$ cat src/ulde_pkg.sv
// Shared constants and carrier types for the link and DRAM event selector.
// Assumes a single uncore clock domain and that all event sources are
// produced by logic on that same clock.
package ulde_pkg;

    // Register offsets on the plain software port (byte addresses)
    localparam logic [7:0] ULDE_ADDR_SEL = 8'h00;
    localparam logic [7:0] ULDE_ADDR_STATUS = 8'h04;
    localparam logic [7:0] ULDE_ADDR_COND = 8'h08;

    // Field positions inside the selector register
    localparam int ULDE_SEL_CODE_LSB = 0;
    localparam int ULDE_SEL_MASK_LSB = 8;

    // Values after reset
    localparam logic [7:0] ULDE_RST_CODE = 8'h00;
    localparam logic [7:0] ULDE_RST_MASK = 8'h00;
    localparam logic [31:0] ULDE_RST_RDATA = 32'h0000_0000;

    // Event codes
    localparam logic [7:0] ULDE_EV_TX_MULTI = 8'h41;
    localparam logic [7:0] ULDE_EV_HDR_BUSY = 8'h42;
    localparam logic [7:0] ULDE_EV_SNP_STALL = 8'h43;
    localparam logic [7:0] ULDE_EV_PAGE_OPEN = 8'h60;
    localparam logic [7:0] ULDE_EV_IDLE_CLOSE = 8'h61;
    localparam logic [7:0] ULDE_EV_PAGE_MISS = 8'h62;

    // Unit masks for multi-flit credit stalls
    localparam logic [7:0] ULDE_UM_L0_DRS = 8'h01;
    localparam logic [7:0] ULDE_UM_L0_NCB = 8'h02;
    localparam logic [7:0] ULDE_UM_L0_NCS = 8'h04;
    localparam logic [7:0] ULDE_UM_L1_DRS = 8'h08;
    localparam logic [7:0] ULDE_UM_L1_NCB = 8'h10;
    localparam logic [7:0] ULDE_UM_L1_NCS = 8'h20;
    localparam logic [7:0] ULDE_UM_L0_ALL = 8'h07;
    localparam logic [7:0] ULDE_UM_L1_ALL = 8'h38;

    // Unit masks for header busy, snoop stall and DRAM channels
    localparam logic [7:0] ULDE_UM_HDR_L0 = 8'h02;
    localparam logic [7:0] ULDE_UM_HDR_L1 = 8'h08;
    localparam logic [7:0] ULDE_UM_LINK0 = 8'h01;
    localparam logic [7:0] ULDE_UM_LINK1 = 8'h02;
    localparam logic [7:0] ULDE_UM_CH0 = 8'h01;
    localparam logic [7:0] ULDE_UM_CH1 = 8'h02;
    localparam logic [7:0] ULDE_UM_CH2 = 8'h04;

    // DRAM command geometry
    localparam int ULDE_BANK_W = 3;
    localparam int ULDE_ROW_W = 16;

    // DRAM command kinds seen from a channel scheduler
    typedef enum logic [1:0] {
        ULDE_CMD_OTHER = 2'h0,
        ULDE_CMD_ACT = 2'h1,
        ULDE_CMD_PRE = 2'h2
    } ulde_cmd_kind_t;

    // One multi-flit virtual channel: pending flit and credit levels
    typedef struct packed {
        logic flit_pending;
        logic shared_credit_pool_avail;
        logic dedicated_credit_pool_avail;
    } ulde_vc_t;

    // Everything one link reports per cycle
    typedef struct packed {
        ulde_vc_t data_response_channel;
        ulde_vc_t noncoherent_bypass_channel;
        ulde_vc_t noncoherent_standard_channel;
        logic hdr_buffer_busy;
        logic snoop_pending;
        logic peer_probe_tracker_full;
    } ulde_link_t;

    // One command issued by a channel scheduler
    typedef struct packed {
        logic valid;
        ulde_cmd_kind_t kind;
        logic [ULDE_BANK_W-1:0] bank;
        logic [ULDE_ROW_W-1:0] row;
        logic idle_expired;
    } ulde_dram_cmd_t;

    // Classified DRAM events of one channel
    typedef struct packed {
        logic page_open;
        logic idle_close;
        logic page_miss;
    } ulde_dram_evt_t;

endpackage

$ cat src/ulde_dram_track.sv
// Per-channel DRAM command classifier with an open-page table per bank.
// Assumes the scheduler issues at most one command per cycle on this
// channel, on the same clock.
`timescale 1ns/1ps

module ulde_dram_track #(
    parameter int BANKS = 8
) (
    input wire logic mclk,
    input wire logic sys_rst,
    input wire ulde_pkg::ulde_dram_cmd_t cmd,
    output ulde_pkg::ulde_dram_evt_t evt
);

    // Open-page table: valid flag and open row per bank
    logic [BANKS-1:0] open_vld_r;
    logic [BANKS-1:0] open_vld_nxt;
    logic [ulde_pkg::ULDE_ROW_W-1:0] open_row_r [BANKS];
    logic [ulde_pkg::ULDE_ROW_W-1:0] open_row_nxt [BANKS];

    // Command kinds decoded once
    logic is_act;
    logic is_pre;
    logic bank_open;

    assign is_act = cmd.valid && (cmd.kind == ulde_pkg::ULDE_CMD_ACT);
    assign is_pre = cmd.valid && (cmd.kind == ulde_pkg::ULDE_CMD_PRE);
    assign bank_open = open_vld_r[cmd.bank];

    // Classification, purely combinational; the top registers the result
    always_comb
    begin
        evt.page_open = is_act;
        // Idle timer closes take priority over miss attribution
        evt.idle_close = is_pre && cmd.idle_expired;
        // Miss: bank holds a page and a different row is wanted
        evt.page_miss = is_pre && !cmd.idle_expired && bank_open
            && (open_row_r[cmd.bank] != cmd.row);
    end

    // Table next state: activate opens, precharge closes
    always_comb
    begin
        open_vld_nxt = open_vld_r;
        open_row_nxt = open_row_r;
        if (is_act)
        begin
            open_vld_nxt[cmd.bank] = 1'b1;
            open_row_nxt[cmd.bank] = cmd.row;
        end
        else if (is_pre)
        begin
            open_vld_nxt[cmd.bank] = 1'b0;
        end
    end

    // Table registers; rows need no reset since valid guards them
    always_ff @(posedge mclk)
    begin
        if (sys_rst)
        begin
            open_vld_r <= '0;
        end
        else
        begin
            open_vld_r <= open_vld_nxt;
        end
        open_row_r <= open_row_nxt;
    end

endmodule // ulde_dram_track

$ cat src/ulde_event_select.sv
// Event selector for off-core link and DRAM performance events.
// Assumes every event source runs on mclk and that software programs the
// selector over the plain register port before reading results.
//
// Implementation choices: the register addresses and the strobed register port.
`timescale 1ns/1ps

// How it works
// - Code 41H mask 08H: link1 data-response credit stall
// - Code 41H mask 10H: link1 bypass credit stall
// - Code 41H mask 20H: link1 standard credit stall
// - Code 41H mask 07H: any link0 channel stalled
// - Code 41H mask 38H: any link1 channel stalled
// - Stall counting ignores arbitration losses entirely
// - Code 42H mask 02H: link0 header buffer busy
// - Code 42H mask 08H: link1 header buffer busy
// - Code 43H: snoop held, tracker full, per link
// - Code 60H: page opens per channel mask
// - Activation before access to closed page counts
// - Code 61H: idle timer precharges per channel
// - Code 62H: page miss precharges per channel
// - Miss: open bank, different row wanted
// - Code 41H mask 01H: link0 data-response stall

module ulde_event_select #(
    parameter int CHANNELS = 3,
    parameter int BANKS = 8
) (
    input wire logic mclk,
    input wire logic sys_rst,
    input wire logic [7:0] reg_addr,
    input wire logic [31:0] reg_wdata,
    input wire logic reg_wr,
    input wire logic reg_rd,
    output logic [31:0] reg_rdata,
    input wire ulde_pkg::ulde_link_t link0,
    input wire ulde_pkg::ulde_link_t link1,
    input wire ulde_pkg::ulde_dram_cmd_t dram_cmd [CHANNELS],
    output logic inc
);

    // Credit stall: flit waiting and neither pool has a credit.
    // Grants to other channels are deliberately not looked at.
    function automatic logic vc_stall(input ulde_pkg::ulde_vc_t vc);
        vc_stall = vc.flit_pending && !vc.shared_credit_pool_avail
            && !vc.dedicated_credit_pool_avail;
    endfunction

    // Byte field of the selector word, picked by its low bit position
    function automatic logic [7:0] sel_field(input logic [31:0] w, input int lsb);
        sel_field = w[lsb +: 8];
    endfunction

    // Programmed event code and unit mask
    logic [7:0] code_r;
    logic [7:0] code_nxt;
    logic [7:0] mask_r;
    logic [7:0] mask_nxt;

    // Registered increment and match flag
    logic inc_r;
    logic inc_nxt;
    logic match_r;
    logic match_nxt;

    // Registered read data, valid only in the cycle after a read
    logic [31:0] rdata_r;
    logic [31:0] rdata_nxt;

    // Per-channel classified DRAM events
    ulde_pkg::ulde_dram_evt_t dram_evt [CHANNELS];
    logic [CHANNELS-1:0] ch_open;
    logic [CHANNELS-1:0] ch_close;
    logic [CHANNELS-1:0] ch_miss;

    // Per-link stall conditions, bit 0 data response, 1 bypass, 2 standard
    logic [2:0] l0_stall;
    logic [2:0] l1_stall;
    logic l0_snoop_stall;
    logic l1_snoop_stall;

    // Current decoded condition and whether the pair is defined
    logic cond;
    logic defined;

    // One classifier per DRAM channel
    // Decode assumes CHANNELS is 3
    genvar gi;
    generate
        for (gi = 0; gi < CHANNELS; gi++)
        begin : g_chan
            ulde_dram_track #(
                .BANKS(BANKS)
            ) u_track (
                .mclk(mclk),
                .sys_rst(sys_rst),
                .cmd(dram_cmd[gi]),
                .evt(dram_evt[gi])
            );
            assign ch_open[gi] = dram_evt[gi].page_open;
            assign ch_close[gi] = dram_evt[gi].idle_close;
            assign ch_miss[gi] = dram_evt[gi].page_miss;
        end
    endgenerate

    // Link stall conditions for both links
    // Aggregates OR these, one count per cycle
    always_comb
    begin
        l0_stall[0] = vc_stall(link0.data_response_channel);
        l0_stall[1] = vc_stall(link0.noncoherent_bypass_channel);
        l0_stall[2] = vc_stall(link0.noncoherent_standard_channel);
        l1_stall[0] = vc_stall(link1.data_response_channel);
        l1_stall[1] = vc_stall(link1.noncoherent_bypass_channel);
        l1_stall[2] = vc_stall(link1.noncoherent_standard_channel);
        // Snoop held only while a snoop actually waits on a full tracker
        l0_snoop_stall = link0.snoop_pending && link0.peer_probe_tracker_full;
        l1_snoop_stall = link1.snoop_pending && link1.peer_probe_tracker_full;
    end

    // Event decode from programmed code and mask
    always_comb
    begin
        cond = 1'b0;
        defined = 1'b1;
        case (code_r)
            // Credit stalls, single and aggregate
            ulde_pkg::ULDE_EV_TX_MULTI:
            begin
                case (mask_r)
                    ulde_pkg::ULDE_UM_L0_DRS: cond = l0_stall[0];
                    ulde_pkg::ULDE_UM_L0_NCB: cond = l0_stall[1];
                    ulde_pkg::ULDE_UM_L0_NCS: cond = l0_stall[2];
                    ulde_pkg::ULDE_UM_L1_DRS: cond = l1_stall[0];
                    ulde_pkg::ULDE_UM_L1_NCB: cond = l1_stall[1];
                    ulde_pkg::ULDE_UM_L1_NCS: cond = l1_stall[2];
                    // Aggregates count a cycle once, not once per channel
                    ulde_pkg::ULDE_UM_L0_ALL: cond = |l0_stall;
                    ulde_pkg::ULDE_UM_L1_ALL: cond = |l1_stall;
                    default: defined = 1'b0;
                endcase
            end
            // Header buffer busy, a level
            ulde_pkg::ULDE_EV_HDR_BUSY:
            begin
                case (mask_r)
                    ulde_pkg::ULDE_UM_HDR_L0: cond = link0.hdr_buffer_busy;
                    ulde_pkg::ULDE_UM_HDR_L1: cond = link1.hdr_buffer_busy;
                    default: defined = 1'b0;
                endcase
            end
            // Snoops held by a full tracker
            ulde_pkg::ULDE_EV_SNP_STALL:
            begin
                case (mask_r)
                    ulde_pkg::ULDE_UM_LINK0: cond = l0_snoop_stall;
                    ulde_pkg::ULDE_UM_LINK1: cond = l1_snoop_stall;
                    default: defined = 1'b0;
                endcase
            end
            // Activations opening a page
            ulde_pkg::ULDE_EV_PAGE_OPEN:
            begin
                case (mask_r)
                    ulde_pkg::ULDE_UM_CH0: cond = ch_open[0];
                    ulde_pkg::ULDE_UM_CH1: cond = ch_open[1];
                    ulde_pkg::ULDE_UM_CH2: cond = ch_open[2];
                    default: defined = 1'b0;
                endcase
            end
            // Precharges due to the idle timer
            ulde_pkg::ULDE_EV_IDLE_CLOSE:
            begin
                case (mask_r)
                    ulde_pkg::ULDE_UM_CH0: cond = ch_close[0];
                    ulde_pkg::ULDE_UM_CH1: cond = ch_close[1];
                    ulde_pkg::ULDE_UM_CH2: cond = ch_close[2];
                    default: defined = 1'b0;
                endcase
            end
            // Precharges from a row conflict
            ulde_pkg::ULDE_EV_PAGE_MISS:
            begin
                case (mask_r)
                    ulde_pkg::ULDE_UM_CH0: cond = ch_miss[0];
                    ulde_pkg::ULDE_UM_CH1: cond = ch_miss[1];
                    ulde_pkg::ULDE_UM_CH2: cond = ch_miss[2];
                    default: defined = 1'b0;
                endcase
            end
            // Unknown code never counts
            default: defined = 1'b0;
        endcase
    end

    // Selector next state from software writes
    // Upper write bits are dropped
    always_comb
    begin
        code_nxt = code_r;
        mask_nxt = mask_r;
        if (reg_wr && (reg_addr == ulde_pkg::ULDE_ADDR_SEL))
        begin
            code_nxt = sel_field(reg_wdata, ulde_pkg::ULDE_SEL_CODE_LSB);
            mask_nxt = sel_field(reg_wdata, ulde_pkg::ULDE_SEL_MASK_LSB);
        end
    end

    // Selector registers
    // Reset picks an undefined pair
    always_ff @(posedge mclk)
    begin
        if (sys_rst)
        begin
            code_r <= ulde_pkg::ULDE_RST_CODE;
            mask_r <= ulde_pkg::ULDE_RST_MASK;
        end
        else
        begin
            code_r <= code_nxt;
            mask_r <= mask_nxt;
        end
    end

    // Increment next value; gated by defined so stray pairs stay silent
    // Costs a cycle of latency, avoids glitches
    always_comb
    begin
        inc_nxt = cond && defined;
        match_nxt = defined;
    end

    // Increment registers: one cycle after the condition, one per cycle
    always_ff @(posedge mclk)
    begin
        if (sys_rst)
        begin
            inc_r <= 1'b0;
            match_r <= 1'b0;
        end
        else
        begin
            inc_r <= inc_nxt;
            match_r <= match_nxt;
        end
    end

    // Read mux; unmapped addresses and idle cycles read zero
    always_comb
    begin
        rdata_nxt = ulde_pkg::ULDE_RST_RDATA;
        if (reg_rd)
        begin
            case (reg_addr)
                ulde_pkg::ULDE_ADDR_SEL:
                begin
                    rdata_nxt[ulde_pkg::ULDE_SEL_CODE_LSB +: 8] = code_r;
                    rdata_nxt[ulde_pkg::ULDE_SEL_MASK_LSB +: 8] = mask_r;
                end
                ulde_pkg::ULDE_ADDR_STATUS:
                begin
                    // Selection valid and last increment seen
                    rdata_nxt[0] = match_r;
                    rdata_nxt[1] = inc_r;
                end
                ulde_pkg::ULDE_ADDR_COND:
                begin
                    // Live raw conditions, handy when bringing up sources
                    rdata_nxt[2:0] = l0_stall;
                    rdata_nxt[5:3] = l1_stall;
                    rdata_nxt[6] = link0.hdr_buffer_busy;
                    rdata_nxt[7] = link1.hdr_buffer_busy;
                    rdata_nxt[8] = l0_snoop_stall;
                    rdata_nxt[9] = l1_snoop_stall;
                    rdata_nxt[12:10] = ch_open;
                    rdata_nxt[15:13] = ch_close;
                    rdata_nxt[18:16] = ch_miss;
                end
                default: rdata_nxt = ulde_pkg::ULDE_RST_RDATA;
            endcase
        end
    end

    // Read data register: valid in the cycle after the read only
    // Zero between answers, so buses may be ORed
    always_ff @(posedge mclk)
    begin
        if (sys_rst)
        begin
            rdata_r <= ulde_pkg::ULDE_RST_RDATA;
        end
        else
        begin
            rdata_r <= rdata_nxt;
        end
    end

    // Outputs straight from flip-flops
    // No event input reaches a pin unregistered
    assign reg_rdata = rdata_r;
    assign inc = inc_r;

endmodule // ulde_event_select

$ cat config.mk
export PLATFORM = sky130hd
export DESIGN_NAME = ulde_event_select
export DESIGN_NICKNAME = d
export VERILOG_FILES = /design/src/ulde_pkg.sv /design/src/ulde_dram_track.sv /design/src/ulde_event_select.sv
export SDC_FILE = /design/constraint.sdc
export NUM_CORES = 1
export LEC_CHECK = 0
export ABC_AREA = 1
export BUFFER_PORTS_ARGS = -buffer_cell sky130_fd_sc_hd__buf_2
export CAP_MARGIN = 30
export CORE_MARGIN = 1
export CORE_UTILIZATION = 50
export CTS_BUF_LIST = sky130_fd_sc_hd__clkbuf_4 sky130_fd_sc_hd__clkbuf_8 sky130_fd_sc_hd__clkbuf_16
export CTS_CLUSTER_DIAMETER = 120
export CTS_CLUSTER_SIZE = 25
export DETAILED_ROUTE_END_ITERATION = 7
export GPL_TIMING_DRIVEN = 0
export PLACE_DENSITY_LB_ADDON = 0.08
export SLEW_MARGIN = 20
export SYNTH_ARGS = -nofsm -noshare
export SYNTH_HDL_FRONTEND = slang
export SYNTH_SLANG_ARGS = --single-unit
$ cat constraint.sdc
create_clock -name mclk -period 2.5 [get_ports mclk]
set_input_delay 0.25 -clock mclk [delete_from_list [all_inputs] [get_ports mclk]]
set_output_delay 0.25 -clock mclk [all_outputs]
set_load 0.02 [all_outputs]
==> metrics <==
Starting Density=roughly 50%; final setup violation count=0; Fmax achieved=0.4537 GHz; worst slew pin tran=roughly 0.95 ns; register bit total from synthesis=445; area occupied by multi-input gates=between 5000 and 6000 um2; Detailed Route Iter0 Violations=~1100; Area Overhead vs Synth=13.17%; VDD IR max=0.0004475 V; cell with the most instances after synthesis=nand2_1; Internal=slightly above 10000 uW; first-pass GRT wire length=79430 um; Worst R2R Path Depth=13; HP Class=in2reg; Post-DP HPWL=around 35000 um; Slowest-stage cell, CP=nor4_1; sw frac=between 20% and 30%; CTS buffer count=21; root buf cell=clkbuf_16; Tcrit/Tclk final=between 80% and 90%; Pleak=~0.0095 uW; total track usage=approximately a quarter; Req. time, crit path=between 2 and 3 ns; FF-to-FF Start=mask_r[6]; skew final=roughly 0.012 ns; Skew-Pair Late Insertion Delay=about 0.55 ns; die area=40670 um2; synthesized instance count=2097; Placed Cells=around 2800; Final min period=between 2 and 2.5 ns; DR vias/cell=about 5; number of failing hold endpoints at the final stage=0; nets=2450; Die H=about 200 um; core area=~39000 um2; area leader, netlist=edfxtp_1; Synth top area share=between 50% and 60%; post-synthesis sequential area ratio=between 60% and 70%; share of cells above drive strength 1=13.45%; I/O pins=170; RSZ-0062 raised after global routing=no; Yosys cell types=40; status=finished, final reports clean; CTS tree=done; number of synthesized flops with an enable pin=between 300 and 400; WL final=a little over 50000 um; CTS H-tree lvls=1; clock share of power=30.1%; Pwr Density=between 500 and 600 nW/um2; Clock Path Buffers=3; Die W=around 200 um; combinational power share=a little under 9%; Synth Cell Area=between 15000 and 20000 um2; Slew headroom=36.39%; Area contributors post-synth=edfxtp_1 (58%), nand2_1 (14%), dfxtp_1 (6.1%); Reg2Reg Setup Slack=between 0.4 and 0.5 ns; Warnings, synthesis=0; Flop pwr share=between 60% and 70%; Avg WL per Cell=between 15 and 20 um; I/O Buffers=between 100 and 150; Worst Hold Depth=1; main flop type after synthesis=edfxtp_1; CP Capture Type=register; DRT antenna net count=0; register area=~13000 um2; DR vias=14645; Synth async-reset ratio=0%; Pins Over Slew Limit=0; number of detailed-routing iterations run before antenna repair=5; Fillers=around 3400; Largest stage delay, worst path=about 0.81 ns; vias in the first global route=between 10000 and 15000; Post-synth top cells=nand2_1 (729), edfxtp_1 (384), inv_1 (243), nor2_1 (171), nand3_1 (142); initial antenna violation count=1; Psw=between 3000 and 4000 uW; grt ovf=0; Routability Congestion=about 0.9; crit path kind=in2reg; CP arrival=between 2 and 3 ns; max-cap viol count=0; Hold Startpoint=dram_cmd[34]; CP most frequent cell=buf_2; critical path cell sequence=buf_2 > nor4_1 > inv_1 > nor3_2 > buf_2 > nand2_1 > nor2_1; CP max FO=10; clock slew at reported path FFs=around 0.1 ns; Hold Path End=g_chan[1].u_track.open_row_r[90]; reg2reg end=inc; Final Util=a little under 60%; CTS sink cnt=about 450; DRC Markers=0; CP startpoint kind=input port; Finished Layout Cells=between 2000 and 3000; largest net degree at the start of global routing=27; syn avg cell area=~9.5 um2; post-route setup TNS=0 ns; Site Rows=slightly above 70
## worst max-delay path, delay by kind of cell
| kind | cells | cell delay [ns] |
|---|---|---|
| AND/OR/NAND/NOR | 4 | 1.78 |
| buffers and inverters | 3 | 0.63 |
## repair_timing
item / 4_1_cts / 5_1_grt
setup buffers: 0 / 0
hold buffers: 31 / 0
gates resized for setup: 0 / 0
endpoints found under the hold margin: 167 / 0
## layout by cell type, fill, tap and decap left out, types with 3 or more instances in the layout
master and instances:
inv_2 5, or2_1 13, buf_4 19, or2_2 20
nand4_1 7, nor2_4 14, nor3b_1 5, nand3_1 142
conb_1 13, clkbuf_1 18, nor2_2 13, nor2_1 147
clkbuf_4 15, o22ai_1 5, inv_1 243, clkinv_1 3
nor3_2 3, o211ai_1 22, buf_1 3, clkbuf_16 21
dlygate4sd3_1 31, edfxtp_1 384, buf_8 8, or2_0 5
o21bai_1 32, o21ai_1 10, buf_6 9, buf_2 184
a21oi_1 56, nor3_1 14, nand2_1 729, dfxtp_1 61
nand3b_1 6, o21ai_0 52
## area by class of cell
class	instances	area share (%)
Antenna cell	1	0.01109
Buffer	91	2.252
Clock buffer	36	2.828
Clock inverter	1	0.02773
Inverter	251	4.176
Multi-Input combinational cell	1322	26.14
Sequential cell	445	56.52
Tap cell	518	2.873
Timing Repair Buffer	181	5.169
## routing by layer
metal	GRT usage (%)	vias to the layer above	routed length, um
li1	-	7234	-
met3	2.851	91	3233
met4	8.252	2	1635
met1	34.48	6876	22120
met2	43.57	442	24890
met5	0	-	17
## kinds of logic (layout without fill, tap and decap cells)
logic type	count (synthesis)	count (layout)	share of synthesized area (%)
buffers and inverters	342	560	7.275
other	1	14	0.01881
AO/OA/AOI/OAI	188	188	5.655
flip-flops	445	445	63.97
AND/OR/NAND/NOR	1121	1121	23.08
## worst max-delay path by stage
stage / start / endpoint / cells after the start
3_3_place_gp: dram_cmd[41] / g_chan[1].u_track.open_row_r[106] / 5
4_1_cts: dram_cmd[67] / g_chan[0].u_track.open_row_r[14] / 5
6_report: reg_addr[5] / reg_rdata[17] / 7
3_5_place_dp: dram_cmd[67] / g_chan[0].u_track.open_row_r[10] / 5
5_1_grt: mask_r[6] / inc / 13
2_1_floorplan: dram_cmd[63] / g_chan[0].u_track.open_row_r[48] / 6
## stage by stage
step	hold WS (ns)	total power, uW	cell area [um2]	setup slack, ns
2_1_floorplan	0.3489	8974	19980	0.4712
3_3_place_gp	0.4607	9418	21320	-0.8806
3_5_place_dp	0.4618	9465	21600	-0.2675
4_1_cts	0.0004835	13440	22560	0.3076
5_1_grt	0.002627	13830	22560	0.09879
6_report	0.007980	13370	22560	0.2958
## power groups by stage
stage	Clock, uW	Sequential (uW)	Combinational, uW
2_1_floorplan	0	8310	660
3_3_place_gp	0	8310	1110
3_5_place_dp	0	8310	1150
4_1_cts	4110	8140	1190
5_1_grt	4340	8150	1330
6_report	4030	8140	1190
## sequential cells by signal, summed over array words and instances (netlist names), named ones only
| register | cells |
|---|---|
| code_r | 8 |
| g_chan.u_track.open_row_r | 384 |
| match_r | 1 |
| reg_rdata | 19 |
| inc | 1 |
| mask_r | 8 |
(Power assumes the default switching activity.)
